File: config.mk
export PLATFORM = sky130hd
export DESIGN_NAME = vcmbd_decoder
export DESIGN_NICKNAME = d
export VERILOG_FILES = /design/src/rtl/vcmbd_pkg.sv /design/src/rtl/vcmbd_decoder.sv
export SDC_FILE = /design/constraint.sdc
export NUM_CORES = 1
export LEC_CHECK = 0
export BUFFER_PORTS_ARGS = -buffer_cell sky130_fd_sc_hd__buf_2
export CAP_MARGIN = 20
export CORE_AREA = 2 2 178 180
export CTS_CLUSTER_SIZE = 8
export DETAILED_ROUTE_END_ITERATION = 16
export DIE_AREA = 0 0 180 182
export GPL_ROUTABILITY_DRIVEN = 0
export PLACE_DENSITY = 0.79
export RECOVER_POWER = 50
export SLEW_MARGIN = 20
export SYNTH_ARGS = -nofsm -noshare
export SYNTH_HDL_FRONTEND = slang
export SYNTH_SLANG_ARGS = --single-unit
export TNS_END_PERCENT = 1
File: constraint.sdc
create_clock -name pclk -period 2.7 [get_ports pclk]
set_input_delay 0.54 -clock pclk [delete_from_list [all_inputs] [get_ports pclk]]
set_output_delay 0.54 -clock pclk [all_outputs]
set_load 0.005 [all_outputs]
File: src/rtl/vcmbd_pkg.sv
package vcmbd_pkg;
  // command dword indices within the macroblock command
  localparam int DW_INLINE0  = 4;
  localparam int DW_ORIGIN   = 5;
  localparam int DW_MV0      = 6;
  localparam int DW_MV_CHROMA = 10;
  localparam int DW_SBC_Y    = 11;
  localparam int DW_SBC_C    = 12;
  localparam int DW_LAST     = 12;
  localparam logic [3:0] DW_IDX_W1 = 4'hc;

  // dword 0 field positions, then dword 1 row/column positions and subblock sizes
  localparam int POS_CHROMA_POL   = 26;
  localparam int POS_MOTION_HI    = 25;
  localparam int POS_MOTION_LO    = 24;
  localparam int POS_DIR_SWAP     = 22;
  localparam int POS_RESID_STRUCT = 21;
  localparam int POS_OVERLAP      = 20;
  localparam int POS_FOUR_VEC     = 19;
  localparam int POS_BACKWARD     = 18;
  localparam int POS_FORWARD      = 17;
  localparam int POS_INTRA        = 16;
  localparam int POS_LUMA_INTRA_HI = 15;
  localparam int POS_LUMA_INTRA_LO = 12;
  localparam int POS_CBP_HI       = 11;
  localparam int POS_CBP_LO       = 6;
  localparam int POS_CHROMA_INTRA = 5;
  localparam int POS_FINAL_ROW    = 4;
  localparam int POS_ROW_HI = 15;
  localparam int POS_ROW_LO = 8;
  localparam int POS_COL_HI = 7;
  localparam int POS_COL_LO = 0;
  localparam int SBC_W = 8;
  localparam int NUM_SBC = 6;

  // dword 0 reserved-zero bits: 27, 23, 3:0
  localparam logic [31:0] DW0_RSVD_MASK = 32'h0880_000f;
  localparam logic [31:0] DW1_RSVD_MASK = 32'hffff_0000;
  localparam logic [31:0] DW8_RSVD_MASK = 32'hffff_0000;

  typedef enum logic [1:0] {
    MK_INTRA    = 2'h0,
    MK_FIELD    = 2'h1,
    MK_FRAME    = 2'h2,
    MK_RESERVED = 2'h3
  } vcmbd_motion_t;

  typedef enum logic [1:0] {
    SP_ONE_8X8  = 2'h0,
    SP_TWO_8X4  = 2'h1,
    SP_TWO_4X8  = 2'h2,
    SP_FOUR_4X4 = 2'h3
  } vcmbd_split_t;

  typedef struct packed {
    vcmbd_split_t split;
    logic [3:0]   sub_present;
  } vcmbd_sbc_t;

  typedef struct packed {
    logic          chroma_ref_field_polarity;
    vcmbd_motion_t motion_kind;
    logic          field_direction_swap;
    logic          residual_structure;
    logic          overlap_smoothing_on;
    logic          four_vector_mode;
    logic          backward_vector_active;
    logic          forward_vector_active;
    logic          intra_macroblock_flag;
    logic [3:0]    luma_block_intra_bits;
    logic [5:0]    residue_block_present_bits;
    logic          chroma_as_intra;
    logic          final_row_marker;
    logic [7:0]    mb_row_position;
    logic [7:0]    mb_column_position;
  } vcmbd_params_t;

  // register bank offsets (byte addresses)
  localparam logic [11:0] A_CTRL    = 12'h000;
  localparam logic [11:0] A_STATUS  = 12'h004;
  localparam logic [11:0] A_DW_BASE = 12'h040;
  localparam logic [11:0] A_P0      = 12'h080;
  localparam logic [11:0] A_P1      = 12'h084;
  localparam logic [11:0] A_CVEC    = 12'h088;
  localparam logic [11:0] A_SBC     = 12'h08c;
  localparam logic [11:0] A_SBC_C   = 12'h090;
  localparam logic [11:0] A_FETCH   = 12'h094;
  localparam logic [11:0] A_ERRCNT  = 12'h098;
  localparam int CTRL_INTERLACED  = 0;
  localparam int CTRL_PICTURE_P   = 1;
  localparam int CTRL_PICTURE_B   = 2;
  localparam int CTRL_STRICT_RSVD = 3;
  localparam logic [3:0] CTRL_RESET = 4'h8;
endpackage
File: src/rtl/vcmbd_decoder.sv
// Chosen here: the register addresses and the APB slave port.
`timescale 1ns/1ps
// Contract
// bit 26 chroma reference field, non-intra only
// bits 25:24 decode intra, field, frame
// frame picture: motion kind 00 or 10
// field motion iff field residual, non-intra
// motion kind 00 exactly when intra
// bit 22 swaps direction between fields
// bit 21 field residual, intra/field only
// progressive picture keeps residual bit zero
// bit 20 requests overlap smoothing
// four-vector only progressive P, forward active
// backward vector zero in four-vector mode
// bit 17 forward vector active
// intra ignores pattern, no prediction
// bits 15:12 luma intra, four-vector only
// bits 11:6 residue block presence
// intra blocks must have pattern bit
// bit 5 chroma treated as intra
// bit 4 marks last macroblock row
// second dword holds row and column
// chroma vector invalid for interlaced field motion
// subblock byte split and presence bits
// malformed command never corrupts residual fetch
module vcmbd_decoder
  import vcmbd_pkg::*;
(
  input  wire logic                 pclk,        // pipeline clock
  input  wire logic                 presetn,     // async reset, low
  input  wire logic                 clk_en,      // freezes all state when low
  input  wire logic                 psel,        // apb select
  input  wire logic                 penable,     // apb access phase
  input  wire logic                 pwrite,      // apb direction
  input  wire logic [11:0]          paddr,       // apb byte address
  input  wire logic [31:0]          pwdata,      // apb write data
  output logic      [31:0]          prdata,      // apb read data
  output logic                      pready,      // apb ready
  output logic                      pslverr,     // apb error
  output vcmbd_pkg::vcmbd_params_t  mb_params,   // decoded fields
  output logic      [5:0]           fetch_mask,  // residue blocks to fetch
  output logic                      mb_valid,    // one-cycle decode pulse
  output logic                      mb_error     // one-cycle malformed pulse
);
  import vcmbd_pkg::*;

  logic [31:0]    dw_reg [DW_INLINE0:DW_LAST];
  logic [3:0]     ctrl_reg;
  logic [7:0]     err_cnt_reg;
  logic           sticky_err_reg;
  logic           go_next;
  vcmbd_params_t  p_next;
  logic [5:0]     fetch_next;
  logic           bad_next;
  logic           cvec_ok_reg;
  logic           cvec_ok_next;

  function automatic logic [11:0] dw_addr(input int idx);
    dw_addr = A_DW_BASE + 12'(idx * 4);
  endfunction

  function automatic vcmbd_sbc_t sbc_decode(input logic [7:0] b);
    vcmbd_sbc_t s;
    s.split = vcmbd_split_t'(b[1:0]);
    // unused presence bits are don't care per split
    case (s.split)
      SP_ONE_8X8:  s.sub_present = {3'h0, b[2]};
      SP_TWO_8X4,
      SP_TWO_4X8:  s.sub_present = {2'h0, b[3:2]};
      default:     s.sub_present = b[5:2];
    endcase
    return s;
  endfunction

  wire logic apb_acc = psel && penable && clk_en;
  wire logic apb_wr  = apb_acc && pwrite;

  // the last dword write launches the decode
  always_ff @(posedge pclk or negedge presetn)
  begin
    if (!presetn)
      go_next <= 1'b0;
    else if (clk_en)
      go_next <= apb_wr && paddr == dw_addr(DW_LAST);
  end

  for (genvar i = DW_INLINE0; i <= DW_LAST; i++) begin : g_dw
    always_ff @(posedge pclk or negedge presetn)
    begin
      if (!presetn)
        dw_reg[i] <= 32'h0000_0000;
      else if (apb_wr && paddr == dw_addr(i))
        dw_reg[i] <= pwdata;
    end
  end

  always_ff @(posedge pclk or negedge presetn)
  begin
    if (!presetn)
      ctrl_reg <= CTRL_RESET;
    else if (apb_wr && paddr == A_CTRL)
      ctrl_reg <= pwdata[3:0];
  end

  // field decode and consistency checks
  always_comb
  begin
    logic [31:0] d0;
    logic        il;
    logic        intra;
    logic        fv;
    d0 = dw_reg[DW_INLINE0];
    il = ctrl_reg[CTRL_INTERLACED];
    intra = d0[POS_INTRA];
    fv = d0[POS_FOUR_VEC];
    p_next.chroma_ref_field_polarity  = d0[POS_CHROMA_POL];
    p_next.motion_kind = vcmbd_motion_t'(d0[POS_MOTION_HI:POS_MOTION_LO]);
    p_next.field_direction_swap       = d0[POS_DIR_SWAP];
    p_next.residual_structure         = d0[POS_RESID_STRUCT];
    p_next.overlap_smoothing_on       = d0[POS_OVERLAP];
    p_next.four_vector_mode           = d0[POS_FOUR_VEC];
    p_next.backward_vector_active     = d0[POS_BACKWARD];
    p_next.forward_vector_active      = d0[POS_FORWARD];
    p_next.intra_macroblock_flag      = d0[POS_INTRA];
    p_next.luma_block_intra_bits      = d0[POS_LUMA_INTRA_HI:POS_LUMA_INTRA_LO];
    p_next.residue_block_present_bits = d0[POS_CBP_HI:POS_CBP_LO];
    p_next.chroma_as_intra            = d0[POS_CHROMA_INTRA];
    p_next.final_row_marker           = d0[POS_FINAL_ROW];
    p_next.mb_row_position    = dw_reg[DW_ORIGIN][POS_ROW_HI:POS_ROW_LO];
    p_next.mb_column_position = dw_reg[DW_ORIGIN][POS_COL_HI:POS_COL_LO];
    if (intra)
    begin
      // intra: no prediction, chroma polarity meaningless
      p_next.chroma_ref_field_polarity = 1'b0;
      p_next.forward_vector_active     = 1'b0;
      p_next.backward_vector_active    = 1'b0;
      p_next.field_direction_swap      = 1'b0;
    end
    bad_next = p_next.motion_kind == MK_RESERVED;
    bad_next |= (p_next.motion_kind == MK_INTRA) != intra;
    bad_next |= !il && p_next.motion_kind == MK_FIELD;
    bad_next |= p_next.residual_structure
                && !(p_next.motion_kind inside {MK_INTRA, MK_FIELD});
    bad_next |= !intra && (p_next.motion_kind == MK_FIELD)
                != p_next.residual_structure;
    bad_next |= !il && p_next.residual_structure;
    bad_next |= fv && (il || !ctrl_reg[CTRL_PICTURE_P]
                || !p_next.forward_vector_active);
    bad_next |= fv && p_next.backward_vector_active;
    bad_next |= !fv && |p_next.luma_block_intra_bits;
    bad_next |= intra && !(&p_next.residue_block_present_bits);
    bad_next |= fv && |(p_next.luma_block_intra_bits
                & ~p_next.residue_block_present_bits[5:2]);
    bad_next |= ctrl_reg[CTRL_STRICT_RSVD] && (|(d0 & DW0_RSVD_MASK)
                || |(dw_reg[DW_ORIGIN] & DW1_RSVD_MASK)
                || |(dw_reg[DW_SBC_C] & DW8_RSVD_MASK));
    cvec_ok_next = !(il && p_next.motion_kind == MK_FIELD);
    // pattern is only honoured for accepted non-intra blocks
    if (bad_next)
      fetch_next = 6'h00;
    else if (intra)
      fetch_next = 6'h3f;
    else
      fetch_next = p_next.residue_block_present_bits;
  end

  // decoded outputs only change on an accepted command, so errors leave them alone
  always_ff @(posedge pclk or negedge presetn)
  begin
    if (!presetn)
    begin
      mb_params   <= '0;
      fetch_mask  <= 6'h00;
      cvec_ok_reg <= 1'b0;
    end
    else if (clk_en && go_next && !bad_next)
    begin
      mb_params   <= p_next;
      fetch_mask  <= fetch_next;
      cvec_ok_reg <= cvec_ok_next;
    end
  end

  always_ff @(posedge pclk or negedge presetn)
  begin
    if (!presetn)
    begin
      mb_valid <= 1'b0;
      mb_error <= 1'b0;
    end
    else if (clk_en)
    begin
      mb_valid <= go_next && !bad_next;
      mb_error <= go_next && bad_next;
    end
  end

  // set wins over a software clear in the same cycle
  always_ff @(posedge pclk or negedge presetn)
  begin
    if (!presetn)
    begin
      sticky_err_reg <= 1'b0;
      err_cnt_reg    <= 8'h00;
    end
    else if (clk_en)
    begin
      if (go_next && bad_next)
      begin
        sticky_err_reg <= 1'b1;
        if (err_cnt_reg != 8'hff)
          err_cnt_reg <= err_cnt_reg + 8'h01;
      end
      else if (apb_wr && paddr == A_STATUS && pwdata[0])
        sticky_err_reg <= 1'b0;
    end
  end

  // read mux; subblock bytes are split-masked before they are shown
  always_ff @(posedge pclk or negedge presetn)
  begin
    if (!presetn)
    begin
      prdata  <= 32'h0000_0000;
      pready  <= 1'b0;
      pslverr <= 1'b0;
    end
    else if (clk_en)
    begin
      pready  <= psel && !penable;
      pslverr <= 1'b0;
      prdata  <= 32'h0000_0000;
      if (psel && !penable)
      begin
        if (paddr == A_CTRL)
          prdata <= {28'h0, ctrl_reg};
        else if (paddr == A_STATUS)
          prdata <= {30'h0, cvec_ok_reg, sticky_err_reg};
        else if (paddr == A_P0)
          prdata <= {5'h0, mb_params.chroma_ref_field_polarity,
                     mb_params.motion_kind, 1'b0, mb_params.field_direction_swap,
                     mb_params.residual_structure, mb_params.overlap_smoothing_on,
                     mb_params.four_vector_mode, mb_params.backward_vector_active,
                     mb_params.forward_vector_active, mb_params.intra_macroblock_flag,
                     mb_params.luma_block_intra_bits,
                     mb_params.residue_block_present_bits,
                     mb_params.chroma_as_intra, mb_params.final_row_marker, 4'h0};
        else if (paddr == A_P1)
          prdata <= {16'h0, mb_params.mb_row_position, mb_params.mb_column_position};
        else if (paddr == A_CVEC)
          prdata <= cvec_ok_reg ? dw_reg[DW_MV_CHROMA] : 32'h0000_0000;
        else if (paddr == A_SBC)
          prdata <= {2'h0, sbc_decode(dw_reg[DW_SBC_Y][31:24]),
                     2'h0, sbc_decode(dw_reg[DW_SBC_Y][23:16]),
                     2'h0, sbc_decode(dw_reg[DW_SBC_Y][15:8]),
                     2'h0, sbc_decode(dw_reg[DW_SBC_Y][7:0])};
        else if (paddr == A_SBC_C)
          prdata <= {16'h0, 2'h0, sbc_decode(dw_reg[DW_SBC_C][15:8]),
                     2'h0, sbc_decode(dw_reg[DW_SBC_C][7:0])};
        else if (paddr == A_FETCH)
          prdata <= {26'h0, fetch_mask};
        else if (paddr == A_ERRCNT)
          prdata <= {24'h0, err_cnt_reg};
        else if (paddr >= dw_addr(DW_INLINE0) && paddr <= dw_addr(DW_LAST)
                 && paddr[1:0] == 2'h0)
          prdata <= dw_reg[paddr[5:2]];
        else
          pslverr <= 1'b1;
      end
    end
  end

  intra_fetch_a: assert property (@(posedge pclk) disable iff (!presetn)
    mb_valid |-> (mb_params.intra_macroblock_flag == (fetch_mask == 6'h3f)
                  || !mb_params.intra_macroblock_flag))
    else $error("intra macroblock did not fetch every block");
  bad_hold_a: assert property (@(posedge pclk) disable iff (!presetn)
    mb_error |-> $stable(fetch_mask) && $stable(mb_params))
    else $error("malformed command changed decoded state");
  kind_match_a: assert property (@(posedge pclk) disable iff (!presetn)
    mb_valid |-> (mb_params.motion_kind == MK_INTRA) == mb_params.intra_macroblock_flag)
    else $error("accepted command with intra mismatch");
  no_rsvd_a: assert property (@(posedge pclk) disable iff (!presetn)
    mb_valid |-> mb_params.motion_kind != MK_RESERVED)
    else $error("reserved motion kind accepted");
  resid_kind_a: assert property (@(posedge pclk) disable iff (!presetn)
    mb_valid && mb_params.residual_structure |-> mb_params.motion_kind != MK_FRAME)
    else $error("field residual with frame motion");
  four_back_a: assert property (@(posedge pclk) disable iff (!presetn)
    mb_valid && mb_params.four_vector_mode |-> !mb_params.backward_vector_active
                                               && mb_params.forward_vector_active)
    else $error("four-vector with bad direction flags");
  intra_pred_a: assert property (@(posedge pclk) disable iff (!presetn)
    mb_valid && mb_params.intra_macroblock_flag |-> !mb_params.forward_vector_active
                                                    && !mb_params.chroma_ref_field_polarity)
    else $error("intra macroblock kept prediction");
  valid_pulse_a: assert property (@(posedge pclk) disable iff (!presetn)
    mb_valid |-> !mb_error && $past(go_next))
    else $error("decode pulse without launch");
  fetch_cbp_a: assert property (@(posedge pclk) disable iff (!presetn)
    mb_valid && !mb_params.intra_macroblock_flag
      |-> fetch_mask == mb_params.residue_block_present_bits)
    else $error("fetch mask differs from block pattern");
  luma_mode_a: assert property (@(posedge pclk) disable iff (!presetn)
    mb_valid && !mb_params.four_vector_mode |-> mb_params.luma_block_intra_bits == 4'h0)
    else $error("luma intra bits outside four-vector mode");
endmodule

# After elaboration in Yosys (flattened, before gate mapping)
# Cells that the tools add are included.
[word_totals] ff_bits=383 inputBits=50 elab_cells=198 out_inout_bits=80
[op_classes] reduce_logical=72 muxes=39 n_addsub=1 magnitude_cmp=3 eq_ne=34 bitwise_logic=14
[ops] operator="$mux 32" count=14
[ops] operator="$bmux 32 s4" count=1
[ops] operator="$eq 12x7->1 const B" count=9
[ops] operator="$eq 12x8->1 const B" count=7
[ops] operator="$pmux 4 s2" count=6
[ops] operator="$logic_and 1x1->1" count=33
[ops] operator="$reduce_or 16->1" count=2
[ops] operator="$logic_not 2->1" count=8
[ops] operator="$mux 1" count=15
[ops] operator="$eq 2x1->1 const B" count=7
[ops] operator="$eq 2x2->1 const B" count=7
[ops] operator="$eq 12x3->1 const B" count=1
[ops] operator="$ge 12x7->1 const B" count=1
[ops] operator="$le 12x7->1 const B" count=1
[ops] operator="$logic_not 12->1" count=1
[ops] operator="$mux 6" count=2
[ops] operator="$reduce_or 2->1" count=6
[ops] operator="$or 1x1->1" count=11
[ops] operator="$logic_not 1->1" count=10
[ops] operator="$add 8x1->8 const B" count=1
[ops] operator="$ne 8x8->1 const B" count=1
[ops] operator="$reduce_or 4->1" count=2
[ops] operator="$reduce_and 6->1" count=1
[ops] operator="$reduce_or 6->1" count=1
[ops] operator="other kinds (10)" count=15

# Depth between registers and ports, before layout
[depth] word_depth=16 depth_mapped=10

# Least setup slack after synthesis
# No wires, ideal clock.
[synth_timing] path_kind="input to register" start="input paddr[9]" end="register dw_reg[33] (netlist bit)" setup_time_ps=128 path_stages=7 t_arrival_ps=2379 slack_ps=194 path_buffers=2 cell_sequence="or4_4 -> nor2_1 -> and4b_1 -> buf_4 -> nand4_2 -> buf_2 -> mux2_1"
[synth_between] elab_chain_len=2
[synth_lines] element="from (decl)" line_no="vcmbd_decoder.sv:35" text="input wire logic [11:0] paddr,"
[synth_lines] element="$eq 12x7->1" line_no="vcmbd_decoder.sv:92" text="else if (apb_wr && paddr == dw_addr(i))"
[synth_lines] element="$logic_and 1x1->1" line_no="vcmbd_decoder.sv:92"
[synth_lines] element="to (signal, indexed assignment)" line_no="vcmbd_decoder.sv:93" text="dw_reg[i] <= pwdata;"
[synth_lines] element="to (decl)" line_no="vcmbd_decoder.sv:47" text="logic [31:0] dw_reg [DW_INLINE0:DW_LAST];"
# No other way between the ends.
# A chain may end at the register's enable or synchronous reset.

# Final worst setup path
[layout_timing] start="register dw_reg[253] (netlist bit)" end="register mb_params[36] (netlist bit)"
[layout_between] elab_chain_len=7
[layout_lines] element="$reduce_or 16->1" line_no="vcmbd_decoder.sv:155" text="|| |(dw_reg[DW_ORIGIN] & DW1_RSVD_MASK)"
[layout_lines] element="$logic_or 1x1->1" line_no="vcmbd_decoder.sv:155"
[layout_lines] element="$logic_or 1x1->1" line_no="vcmbd_decoder.sv:156" text="|| |(dw_reg[DW_SBC_C] & DW8_RSVD_MASK));"
[layout_lines] element="$logic_and 1x1->1" line_no="vcmbd_decoder.sv:154" text="bad_next |= ctrl_reg[CTRL_STRICT_RSVD] && (|(d0 & DW0_RSVD_MASK)"
[layout_lines] element="$or 1x1->1" line_no="vcmbd_decoder.sv:154"
[layout_lines] element="$logic_not 1->1" line_no="vcmbd_decoder.sv:176" text="else if (clk_en && go_next && !bad_next)"
[layout_lines] element="$logic_and 1x1->1" line_no="vcmbd_decoder.sv:176"
[layout_lines] element="to (signal assigned)" line_no="vcmbd_decoder.sv:178" text="mb_params <= p_next;"
[layout_lines] element="to (decl)" line_no="vcmbd_decoder.sv:40" text="output vcmbd_pkg::vcmbd_params_t mb_params,"
# No other way between the ends.

==> impl_metrics.toml <==
[placed_design]
hpwl_mm = 38.5
place_ws_ps = -85.1
placed_cell_area_um2 = 20400
portBuffers = 129

[layout]
layout-drive-gt1-share_pct = 43.4
multi_input_area_um2 = 8410
layout.nets = 1660
fillers = 2055
most-common-layout-cells = "dfrtp_1 (382), mux2_2 (324), buf_2 (115)"
finish.instance_area_um2 = 21800
seq_area_um2 = 9590
fin_util_pct = 70.2
final_common_cell = "dfrtp_1"
area_growth_pct = 17.8
largest_reg_flops = 288

[power_and_ir_drop]
power_mw = 12.2
powerDensity_nw_per_um2 = 562
ir_drop_v = 0.000436
power_leakage_nw = 10.7

[floorplan]
die_w_um = 180
die_area_um2 = 32800
die_h_um = 182
pin_count = 130
initial_core_util_pct = 59.6
core_area_um2 = 31000
num_rows = 65

[sta]
rsz0062_at_grt = "false"
slew_headroom_pct = -63.4
finClkSkew_ps = 14.9
tightest_slew_ps = 2450
setup_slack_ps = 64.5
setup_viol = 0
max_clock_freq_ghz = 0.379
min_period_ps = 2640
period_share_pct = 97.6
maxSlewViolCount = 76
final-hold-violation-count = 0

[critical_path]
r2r_slack_ps = 60
crit_type = "flip-flop to flip-flop"
critPathLaunchType = "flip-flop"
rr_endpoint = "mb_params[36]"
crit_top_cell = "buf_4"
cp_slowest_stage_delay_ps = 430
r2r_start = "dw_reg[253]"
cpMaxStageDelayCell = "dfrtp_1"
worstRegToRegCells = 10
path_cells = "nor4_2 > buf_4 > nand4_1 > o31ai_2 > buf_4 > nand4_1 > nor2_4 > buf_4 > buf_4 > mux2_2"
critical_path.max_fanout = 6
cp-end-kind = "flip-flop"
worstPathArrival_ps = 3070
cp_data_required_time_ps = 3130

[hold_path]
holdCritPathClass = "input port to flip-flop"
whs_path_depth = 2
whs_endpoint = "dw_reg[19]"
min-delay-start = "pwdata[19]"

[synthesis]
ys_warn_count = 0
ys_seq_elements = 383
synthDistinctLibCells = 73
yosysSeqAreaShare_pct = 51.9
syn_inst = 1403
synth_nets = 1460
async_flop_share_pct = 100
ys_top_cells_by_area = "dfrtp_1 (52%), mux2_2 (20%), mux4_2 (7.6%)"
yosys_most_used_dff = "dfrtp_1"
synth_area_leader_cell = "dfrtp_1"
syn_avg_cell_area_um2 = 13.2
synth-edff-count = 0
synth_area_um2 = 18500
yosys.area.top_type_share_pct = 51.8

[clocking]
cts_max_level = 2
root_buffer = "clkbuf_16"
cts_buffers = 53
clkLatencyLatePin_ps = 560
clk_path_buf_depth = 3
clk_pin_slew_ps = 50
cts_tree = "yes"
clkSinkCount = 383
postCtsHoldBufs = 0

[route]
ant_nets = 0
drcViolationCount = 0
wl_per_cell_um = 28.1
dr.pass1.iters = 6
routed_wl_mm = 56.7
vias = 13947
drtIter0Drc = 1623
viasPerCell = 6.91

[global_routing]
grt_max_degree = 82
grt_pass1_vias = 14594
track_usage_pct = 35.0
grt_overflow = 0
grt_pass1_wl_mm = 87.5
antenna_found_initial = 2

[status]
status = "finished with violations"
violations = "capacitance limit, slew limit"

[run]
max-cap-violations = 1
[how the worst max path moves through the flow]
| stage | start | end | cells past startpoint |
|---|---|---|---|
| floorplan | paddr[9] | dw_reg[33] | 7 |
| global placement | paddr[9] | prdata[21] | 7 |
| detailed placement | paddr[9] | prdata[21] | 7 |
| CTS | dw_reg[253] | mb_params[36] | 10 |
| global route | dw_reg[253] | mb_params[22] | 10 |
| finish | dw_reg[253] | mb_params[36] | 10 |
[layout make-up]
| type | instances | area share (%) |
|---|---|---|
| sequential | 383 | 44.0 |
| multi-input combinational | 899 | 38.6 |
| timing repair buffer | 244 | 8.22 |
| clock buffer | 66 | 6.32 |
| tap | 402 | 2.31 |
| inverter | 22 | 0.379 |
| clock inverter | 2 | 0.0805 |
| antenna | 1 | 0.0115 |
[cell families (layout without fill, tap and decap cells)]
family	Yosys count	count (layout)	share of synthesized area, %
fa+ha+maj	7	7	0.474
simple gates	228	228	6.64
other cells	0	1	0
mux	411	411	28.8
buf+inv	121	334	2.87
flops	383	383	51.9
xor+xnor	6	6	0.285
compound gates	247	247	9.02
[report_power, final]
part           switching [mW]  internal (mW)  leakage (nW)
Clock                    2.36           3.49         0.678
Sequential            0.00862           5.76          5.34
Combinational           0.439          0.180          4.66
[per-stage QoR]
stage	hold slack, ps	TNS [ps]	std cells
6_report	339	0	2019
5_1_grt	350	0	2019
4_1_cts	12.9	0	2018
3_5_place_dp	474	-85.1	1948
3_3_place_gp	459	0	1948
2_1_floorplan	244	0	1403
[cells in the mapped netlist (all sizes together), types with 5 or more instances]
cell type  instances
mux4              62
nand2             81
dfrtp            382
a22oi             22
nor3               6
buf               62
nand2b             9
nor2              35
a21oi             56
nand3             27
a22o               8
o221ai             5
nand4             12
a21o               7
xnor2              6
inv               21
mux2             345
o211ai            10
a221oi             5
o31ai             10
a31oi             10
ha                 7
nor2b              6
o2bb2ai           14
a32oi              9
a2111oi            5
and3              11
clkbuf            37
a2bb2oi            6
nor4              13
o21ai             54
[layer usage]
| layer | track usage (%) | vias to the layer above | routed length, µm |
|---|---|---|---|
| li1 | - | 5690 | - |
| met1 | 47.0 | 7141 | 21600 |
| met2 | 55.3 | 889 | 26300 |
| met3 | 6.24 | 225 | 5460 |
| met4 | 18.3 | 2 | 3270 |
| met5 | 0 | - | 15 |
[timing repair]
item / in CTS / in global routing
resized for setup: 1 / 3
setup buffers: 2 / 0
endpoints found under the setup margin: 41 / 36
gates cloned: 0 / 0
pin swaps: 1 / 0
[worst max-delay path, delay by kind of cell (launching register included)]
family,cells,cell delay [ps]
compound gates,1,290
buf+inv,4,670
flops,1,430
mux,1,350
simple gates,4,760
No activity file was read; power rests on OpenSTA's default activity.
